==> config.mk <==
export PLATFORM = sky130hd
export DESIGN_NAME = sensor_acq_irq_control_regs
export DESIGN_NICKNAME = d
export VERILOG_FILES = /design/src/hdl/sensor_ctrl_pkg.sv /design/src/hdl/irq_pin_driver.sv /design/src/hdl/sensor_acq_irq_control_regs.sv
export SDC_FILE = /design/constraint.sdc
export NUM_CORES = 1
export LEC_CHECK = 0
export BUFFER_PORTS_ARGS = -buffer_cell sky130_fd_sc_hd__buf_4
export CORE_AREA = 2 2 143 145
export CTS_BUF_LIST = sky130_fd_sc_hd__clkbuf_8
export DETAILED_ROUTE_END_ITERATION = 6
export DIE_AREA = 0 0 145 147
export SLEW_MARGIN = 15
export SYNTH_ARGS = -nofsm -noshare
export SYNTH_HDL_FRONTEND = slang
export SYNTH_SLANG_ARGS = --single-unit
export TNS_END_PERCENT = 1
==> constraint.sdc <==
create_clock -name clk_i -period 4.71 [get_ports clk_i]
set_input_delay 0.2355 -clock clk_i [delete_from_list [all_inputs] [get_ports clk_i]]
set_output_delay 0.2355 -clock clk_i [all_outputs]
set_load 0.05 [all_outputs]
==> src/hdl/sensor_ctrl_pkg.sv <==
// constants shared by the sensor acquisition and interrupt control bank
package sensor_ctrl_pkg;

    // ------------------------------------------------------------------
    // register offsets
    // ------------------------------------------------------------------
    localparam logic [7:0] ADDR_ACQ_ALARM_CTRL = 8'h27;
    localparam logic [7:0] ADDR_IRQ_PIN_CFG    = 8'h28;
    localparam logic [7:0] ADDR_IRQ_SRC_EN     = 8'h29;

    // ------------------------------------------------------------------
    // reset values and writable-bit masks
    // ------------------------------------------------------------------
    localparam logic [7:0] RST_ACQ_ALARM_CTRL  = 8'h00;
    localparam logic [7:0] RST_IRQ_PIN_CFG     = 8'h00;
    localparam logic [7:0] RST_IRQ_SRC_EN      = 8'h00;
    localparam logic [7:0] MASK_ACQ_ALARM_CTRL = 8'h3f;
    localparam logic [7:0] MASK_IRQ_PIN_CFG    = 8'h33;
    localparam logic [7:0] MASK_IRQ_SRC_EN     = 8'hff;
    localparam logic [7:0] READ_UNMAPPED       = 8'h00;

    // ------------------------------------------------------------------
    // field positions
    // ------------------------------------------------------------------
    localparam int CAPTURE_TARGET_BIT = 5;
    localparam int TARGET_SEL_BIT     = 4;
    localparam int ACQ_EXP_MSB        = 3;
    localparam int ACQ_EXP_LSB        = 0;
    localparam int IRQ_A_POL_BIT      = 5;
    localparam int IRQ_A_DRIVE_BIT    = 4;
    localparam int IRQ_B_POL_BIT      = 1;
    localparam int IRQ_B_DRIVE_BIT    = 0;

    // ------------------------------------------------------------------
    // widths and timing
    // ------------------------------------------------------------------
    localparam int PRESS_W           = 20;
    localparam int TEMP_W            = 12;
    localparam int SEC_CNT_W         = 15;
    localparam int PRESC_W           = 25;
    localparam int CLK_HZ            = 20_000_000;
    localparam int ACQ_UNIT_S        = 1;
    localparam int CYCLES_PER_UNIT   = CLK_HZ * ACQ_UNIT_S;

endpackage : sensor_ctrl_pkg

==> src/hdl/irq_pin_driver.sv <==
// one interrupt pad: polarity and push-pull or open-drain drive
module irq_pin_driver
    import sensor_ctrl_pkg::*;
(
    // clock and reset
    input  wire logic clk_i,
    input  wire logic rst_n_i,
    // combined request and pad setup
    input  wire logic assert_i,
    input  wire logic polarity_i,
    input  wire logic drive_type_i,
    // pad
    output logic      pin_o,
    output logic      pin_oe_o
);

    // ------------------------------------------------------------------
    // pad logic
    // ------------------------------------------------------------------
    // open drain drives only the asserted level, push-pull drives both
    wire level_d = assert_i ? polarity_i : ~polarity_i;
    wire oe_d    = drive_type_i ? assert_i : 1'b1;

    // registered so the pad never sees decode glitches
    always_ff @(posedge clk_i) begin
        if (!rst_n_i) begin
            pin_o    <= 1'b1;  // idle level of active-low push-pull
            pin_oe_o <= 1'b1;
        end else begin
            pin_o    <= drive_type_i ? polarity_i : level_d;
            pin_oe_o <= oe_d;
        end
    end

endmodule : irq_pin_driver

==> src/hdl/sensor_acq_irq_control_regs.sv <==
// acquisition interval, alarm target and interrupt pin control bank
module sensor_acq_irq_control_regs
    import sensor_ctrl_pkg::*;
#(
    parameter int unsigned CYCLES_PER_UNIT_P = CYCLES_PER_UNIT
) (
    // clock and reset
    input  wire logic                 clk_i,
    input  wire logic                 rst_n_i,
    // register port
    input  wire logic                 reg_wr_i,
    input  wire logic                 reg_rd_i,
    input  wire logic [7:0]           reg_addr_i,
    input  wire logic [7:0]           reg_wdata_i,
    output logic      [7:0]           reg_rdata_o,
    // mode and routing from the rest of the device
    input  wire logic                 active_run_select_i,
    input  wire logic [7:0]           irq_pin_routing_i,
    // measurement results and programmed targets
    input  wire logic                 result_valid_i,
    input  wire logic [PRESS_W-1:0]   pressure_result_i,
    input  wire logic [TEMP_W-1:0]    temp_result_i,
    input  wire logic [15:0]          pressure_target_i,
    input  wire logic [7:0]           temperature_target_i,
    // functional block event flags, bit order as the enable register
    input  wire logic [7:0]           src_flags_i,
    // alarm comparison targets
    output logic [PRESS_W-1:0]        alarm_press_target_o,
    output logic [TEMP_W-1:0]         alarm_temp_target_o,
    output logic                      target_captured_o,
    // acquisition pacing
    output logic                      acq_start_o,
    // interrupt pads
    output logic                      irq_pin_a_o,
    output logic                      irq_pin_a_oe_o,
    output logic                      irq_pin_b_o,
    output logic                      irq_pin_b_oe_o
);

    // ------------------------------------------------------------------
    // functions
    // ------------------------------------------------------------------
    // keeps reserved bits of a register at zero on every write
    function automatic logic [7:0] masked_write(input logic [7:0] data,
                                                input logic [7:0] mask);
        masked_write = data & mask;
    endfunction : masked_write

    // ------------------------------------------------------------------
    // register storage
    // ------------------------------------------------------------------
    logic [7:0] acq_alarm_control_q;
    logic [7:0] irq_pin_config_q;
    logic [7:0] irq_source_enable_q;

    wire wr_acq = reg_wr_i && (reg_addr_i == ADDR_ACQ_ALARM_CTRL);
    wire wr_cfg = reg_wr_i && (reg_addr_i == ADDR_IRQ_PIN_CFG);
    wire wr_en  = reg_wr_i && (reg_addr_i == ADDR_IRQ_SRC_EN);

    // write path, reserved positions are dropped by the mask
    always_ff @(posedge clk_i) begin
        if (!rst_n_i) begin
            acq_alarm_control_q <= RST_ACQ_ALARM_CTRL;
            irq_pin_config_q    <= RST_IRQ_PIN_CFG;
            irq_source_enable_q <= RST_IRQ_SRC_EN;
        end else begin
            if (wr_acq)
                acq_alarm_control_q <= masked_write(reg_wdata_i,
                                           MASK_ACQ_ALARM_CTRL);
            if (wr_cfg)
                irq_pin_config_q <= masked_write(reg_wdata_i,
                                        MASK_IRQ_PIN_CFG);
            if (wr_en)
                irq_source_enable_q <= masked_write(reg_wdata_i,
                                           MASK_IRQ_SRC_EN);
        end
    end

    // ------------------------------------------------------------------
    // field decode
    // ------------------------------------------------------------------
    wire       capture_bit      = acq_alarm_control_q[CAPTURE_TARGET_BIT];
    wire       target_sel       = acq_alarm_control_q[TARGET_SEL_BIT];
    wire [3:0] acq_interval_exp =
        acq_alarm_control_q[ACQ_EXP_MSB:ACQ_EXP_LSB];
    wire       irq_a_polarity   = irq_pin_config_q[IRQ_A_POL_BIT];
    wire       irq_a_drive_type = irq_pin_config_q[IRQ_A_DRIVE_BIT];
    wire       irq_b_polarity   = irq_pin_config_q[IRQ_B_POL_BIT];
    wire       irq_b_drive_type = irq_pin_config_q[IRQ_B_DRIVE_BIT];

    // ------------------------------------------------------------------
    // read path
    // ------------------------------------------------------------------
    // unmapped offsets read zero; reserved bits are never stored
    logic [7:0] rdata_d;
    assign rdata_d =
        (reg_addr_i == ADDR_ACQ_ALARM_CTRL) ? acq_alarm_control_q :
        (reg_addr_i == ADDR_IRQ_PIN_CFG)    ? irq_pin_config_q    :
        (reg_addr_i == ADDR_IRQ_SRC_EN)     ? irq_source_enable_q :
                                              READ_UNMAPPED;

    // read data is held until the next read strobe
    always_ff @(posedge clk_i) begin
        if (!rst_n_i)
            reg_rdata_o <= READ_UNMAPPED;
        else if (reg_rd_i)
            reg_rdata_o <= rdata_d;
    end

    // ------------------------------------------------------------------
    // target capture
    // ------------------------------------------------------------------
    // a 0->1 write of the capture bit arms one capture; holding it set
    // does not rearm, so the host must clear and set again
    logic                capture_arm_q;
    logic                captured_q;
    logic [PRESS_W-1:0]  cap_press_q;
    logic [TEMP_W-1:0]   cap_temp_q;

    wire capture_rise = wr_acq && !capture_bit &&
                        reg_wdata_i[CAPTURE_TARGET_BIT];
    // the stored bit is tested as well, so a clear written just before
    // a result disarms at once instead of one cycle late
    wire capture_now  = capture_arm_q && capture_bit &&
                        result_valid_i;

    // a result in the arming cycle is too early; the next one is taken
    always_ff @(posedge clk_i) begin
        if (!rst_n_i)
            capture_arm_q <= 1'b0;
        else if (capture_rise)
            capture_arm_q <= 1'b1;
        else if (capture_now || !capture_bit)
            capture_arm_q <= 1'b0;
    end

    // captured values; the flag tells the host a valid target exists
    always_ff @(posedge clk_i) begin
        if (!rst_n_i) begin
            cap_press_q <= '0;
            cap_temp_q  <= '0;
            captured_q  <= 1'b0;
        end else if (capture_now) begin
            cap_press_q <= pressure_result_i;
            cap_temp_q  <= temp_result_i;
            captured_q  <= 1'b1;
        end
    end

    // ------------------------------------------------------------------
    // alarm target selection
    // ------------------------------------------------------------------
    // programmed targets are aligned to the top of the result word
    wire [PRESS_W-1:0] prog_press = {pressure_target_i, 4'h0};
    wire [TEMP_W-1:0]  prog_temp  = {temperature_target_i, 4'h0};
    wire [PRESS_W-1:0] press_tgt_d = target_sel ? cap_press_q
                                                : prog_press;
    wire [TEMP_W-1:0]  temp_tgt_d  = target_sel ? cap_temp_q
                                                : prog_temp;

    always_ff @(posedge clk_i) begin
        if (!rst_n_i) begin
            alarm_press_target_o <= '0;
            alarm_temp_target_o  <= '0;
            target_captured_o    <= 1'b0;
        end else begin
            alarm_press_target_o <= press_tgt_d;
            alarm_temp_target_o  <= temp_tgt_d;
            target_captured_o    <= captured_q;
        end
    end

    // ------------------------------------------------------------------
    // acquisition interval timer
    // ------------------------------------------------------------------
    // a prescaler makes one-second ticks, a second counter counts them
    // up to two to the exponent; standby clears both so a new active
    // period always starts from a full interval
    logic [PRESC_W-1:0]   presc_q;
    logic [SEC_CNT_W-1:0] sec_q;

    wire presc_wrap = (presc_q == PRESC_W'(CYCLES_PER_UNIT_P - 1));
    wire [SEC_CNT_W-1:0] sec_last =
        SEC_CNT_W'((32'd1 << acq_interval_exp) - 32'd1);
    wire sec_wrap = presc_wrap && (sec_q >= sec_last);

    always_ff @(posedge clk_i) begin
        if (!rst_n_i || !active_run_select_i) begin
            presc_q <= '0;
            sec_q   <= '0;
        end else begin
            presc_q <= presc_wrap ? '0 : presc_q + 1'b1;
            if (sec_wrap)
                sec_q <= '0;
            else if (presc_wrap)
                sec_q <= sec_q + 1'b1;
        end
    end

    // one-cycle start pulse at the end of each interval
    always_ff @(posedge clk_i) begin
        if (!rst_n_i)
            acq_start_o <= 1'b0;
        else
            acq_start_o <= active_run_select_i && sec_wrap;
    end

    // ------------------------------------------------------------------
    // interrupt gating and routing
    // ------------------------------------------------------------------
    wire [7:0] gated_src = src_flags_i & irq_source_enable_q;
    wire [7:0] to_pin_a  = gated_src & irq_pin_routing_i;
    wire [7:0] to_pin_b  = gated_src & ~irq_pin_routing_i;
    wire       any_a     = |to_pin_a;
    wire       any_b     = |to_pin_b;

    // pad A: polarity and drive from its own config bits
    irq_pin_driver u_pin_a (
        .clk_i        (clk_i),
        .rst_n_i      (rst_n_i),
        .assert_i     (any_a),
        .polarity_i   (irq_a_polarity),
        .drive_type_i (irq_a_drive_type),
        .pin_o        (irq_pin_a_o),
        .pin_oe_o     (irq_pin_a_oe_o)
    );

    // pad B: same structure, second pair of config bits
    irq_pin_driver u_pin_b (
        .clk_i        (clk_i),
        .rst_n_i      (rst_n_i),
        .assert_i     (any_b),
        .polarity_i   (irq_b_polarity),
        .drive_type_i (irq_b_drive_type),
        .pin_o        (irq_pin_b_o),
        .pin_oe_o     (irq_pin_b_oe_o)
    );

endmodule : sensor_acq_irq_control_regs

==> metrics.cfg <==
[finish]
drive_gt1_share_pct = 21.9
final_cells = 1129
nets = 959
n_antenna_cell = 0
area_delta_synth_final_pct = 34.7

[timing]
fin_tns_setup_ns = 0
finalCritPeriodShare_pct = 82.9
skew_ns = 0.00866
holdWs_ns = 0.0315
hold_violations = 0
finalCriticalPeriod_ns = 3.91
slew_violations = 0
rsz0062_at_grt = false
finalSetupViolations = 0
max_freq_mhz = 256
worst_pin_slew_ns = 1.05
slew_headroom_pct = 29.8

[drt]
ant_nets = 0
via_count = 5198
post_drt_wl_per_cell_um = 13.4
viasPerCell = 4.60
routed_wl_um = 15100
dr.first_iter.drc_count = 228
drc = 0
dr.pass1.iters = 4

[clocking]
clock_latency_ns = 0.45
numCtsBuffers = 17
cts_sinks = 138
cts_setup_buffers = 0
cts_buffer_depth = 2
cts_hold_buf = 37
h-tree-depth = 4
cts_tree = built
path_clk_slew_ns = 0.08
root_buffer = clkbuf_8
cts_resized = 0

[synth]
synth_edf_count = 0
synth_area_um2 = 5860
synthTopCellsByArea = dfxtp_1, nand2_1, a21oi_1
synth_cell_types = 50
synth_area_per_cell_um2 = 8.55
async_flop_share_pct = 0
synth_seq_area_share_pct = 47.1
yosys.area.top_type = dfxtp_1
synth_top_area_share_pct = 47.1
ys.flop_type = dfxtp_1
ys_ff_latch = 138
syn_inst = 685
mappedNetlistNets = 797
yosys_warnings = 0

[setup_path]
critPathArrivalTime_ns = 4.22
worst_path_largest_cell_delay_ns = 0.57
reg2reg_depth = 12
crit_fanout = 15
crit_cells = 12
cpMaxStageDelayCell = o31a_1
endpoint_kind = flop
path_delay_family = simple AND/OR/NAND/NOR gates
start_kind = flop
path_class = flop to flop
crit_buf_inv = 0
crit_chain = or2_2, or3_1, ha_1, or2_2, o21ai_0, a32oi_1, ha_1, nand4_1, o311a_1, nor4_1, o31a_1, nor2_1
required_ns = 5.02

[power]
leakage_nw = 3.02
vdd_drop_max_mv = 0.165
power_density_nw_per_um2 = 302

[floorplan]
start_util_pct = 29.5
rows = 52
die-area_um2 = 21300
die_h_um = 147
core_um2 = 19800
die_width_um = 145
io_pins = 140

[outcome]
status = completed

[placed_design]
port_buffers = 139
place_inst = 1061
place.gp.congestion = 0.786
dp_hpwl_um = 10300

[min_path]
hp-class = primary input to flop
whs_path_depth = 3

[global_routing]
overflow = 0
grt_pass1_vias = 5128
antenna_found_initial = 0
track_usage_pct = 14.6
grt_max_degree = 46
grt_first_pass_wirelength_um = 25100

[run]
drv_cap = 0

==> layer usage <==
layer	up-vias	global-route usage, %	part of all wire (%)
li1	2672	-	-
met1	2389	18.3	46
met2	121	23.7	47
met3	16	4.47	5.4
met4	0	5.25	1.4
met5	-	0	0
==> area by class of cell <==
class	count	area, um^2
Clock buffer	21	289
Clock inverter	10	116
Fill cell	2042	12000
Inverter	7	26.3
Multi-Input combinational cell	504	2920
Sequential cell	138	2760
Tap cell	270	338
Timing Repair Buffer	179	1440
==> through the flow <==
stage               util [%]  power (W)  cell area [um^2]  worst slack (ns)
finish                  39.8    0.00238              7890             0.803
floorplan                  -    0.00129              5860              1.33
global placement        35.9    0.00139              7120             0.900
CTS                     39.8    0.00241              7890             0.771
detailed placement      35.9    0.00139              7120             0.791
global route            39.8    0.00247              7890             0.510
==> worst register-to-register path: cells and delay by family (launching register included) <==
kind / cells / cell delay [ns]
adders and majority gates: 2 / 0.60
AOI/OAI and AO/OA: 4 / 1.19
and+or+nand+nor: 6 / 1.53
DFF: 1 / 0.43
==> Yosys cell counts, drive strengths merged, types with 2 or more instances <==
cell      n
a221o     3
or3       7
and3     14
ha       18
o22ai     5
nor2     80
dfxtp   138
and4      2
o211ai    3
nand4    16
or2       5
nand2   121
and2      6
buf       9
nand3b    2
a22oi     2
nand2b    6
a211oi    4
clkbuf   27
nor3      8
inv       7
xnor2    13
nand3    46
nor4      5
xor2     23
nor4b     3
mux2i    25
a21oi    66
o21ai     9
==> flip-flops by register name, indices dropped and copies added, names as in the netlist <==
signal	count
alarm_temp_target_o	12
cap_temp_q	12
u_pin_a.pin_oe_o	1
u_pin_a.pin_o	1
irq_source_enable_q	8
sec_q	15
reg_rdata_o	8
captured_q	1
u_pin_b.pin_o	1
acq_start_o	1
u_pin_b.pin_oe_o	1
target_captured_o	1
cap_press_q	20
presc_q	25
acq_alarm_control_q	6
irq_pin_config_q	4
capture_arm_q	1
alarm_press_target_o	20
==> where the power goes <==
part	leakage (nW)	internal, W	switching [W]
clock	0.204	0.000524	0.000476
combinational	1.69	0.0000961	0.000104
sequential	1.12	0.00118	0.00000468
==> logic make-up (layout without fill, tap and decap cells) <==
group | Yosys count | after routing | synth area share [%]
AO/OA/AOI/OAI | 100 | 100 | 9.89
XOR/XNOR | 36 | 36 | 5.38
adder cells (fa/ha/maj) | 18 | 18 | 3.84
buffers and inverters | 43 | 217 | 2.95
flip-flops | 138 | 138 | 47.1
multiplexers | 25 | 25 | 4.27
AND/OR/NAND/NOR | 325 | 325 | 26.5
==> worst paths after layout <==
| path | slack (ns) | startpoint | endpoint |
|---|---|---|---|
| worst max-delay path | 0.80 | acq_alarm_control_q[1] | sec_q[2] |
| worst min-delay path | 0.03 | pressure_target_i[14] | alarm_press_target_o[18] |
| worst max register to register | 0.80 | acq_alarm_control_q[1] | sec_q[2] |
| worst min register to register | 0.45 | presc_q[0] | presc_q[0] |
==> layout by cell type (no fill, tap or decap), types with 5 or more instances in the layout <==
master           n
a21oi_1         66
and2_1           6
and3_1          14
buf_4          142
clkbuf_8        21
dfxtp_1        137
dlygate4sd3_1   37
ha_1            18
inv_1            6
mux2i_1         25
nand2_1        121
nand2b_1         6
nand3_1         45
nand4_1         15
nor2_1          79
nor3_1           6
o21ai_0          9
o22ai_1          5
or3_1            7
xnor2_1         13
xor2_1          23
Note: power is estimated with default switching activity, not from simulation.
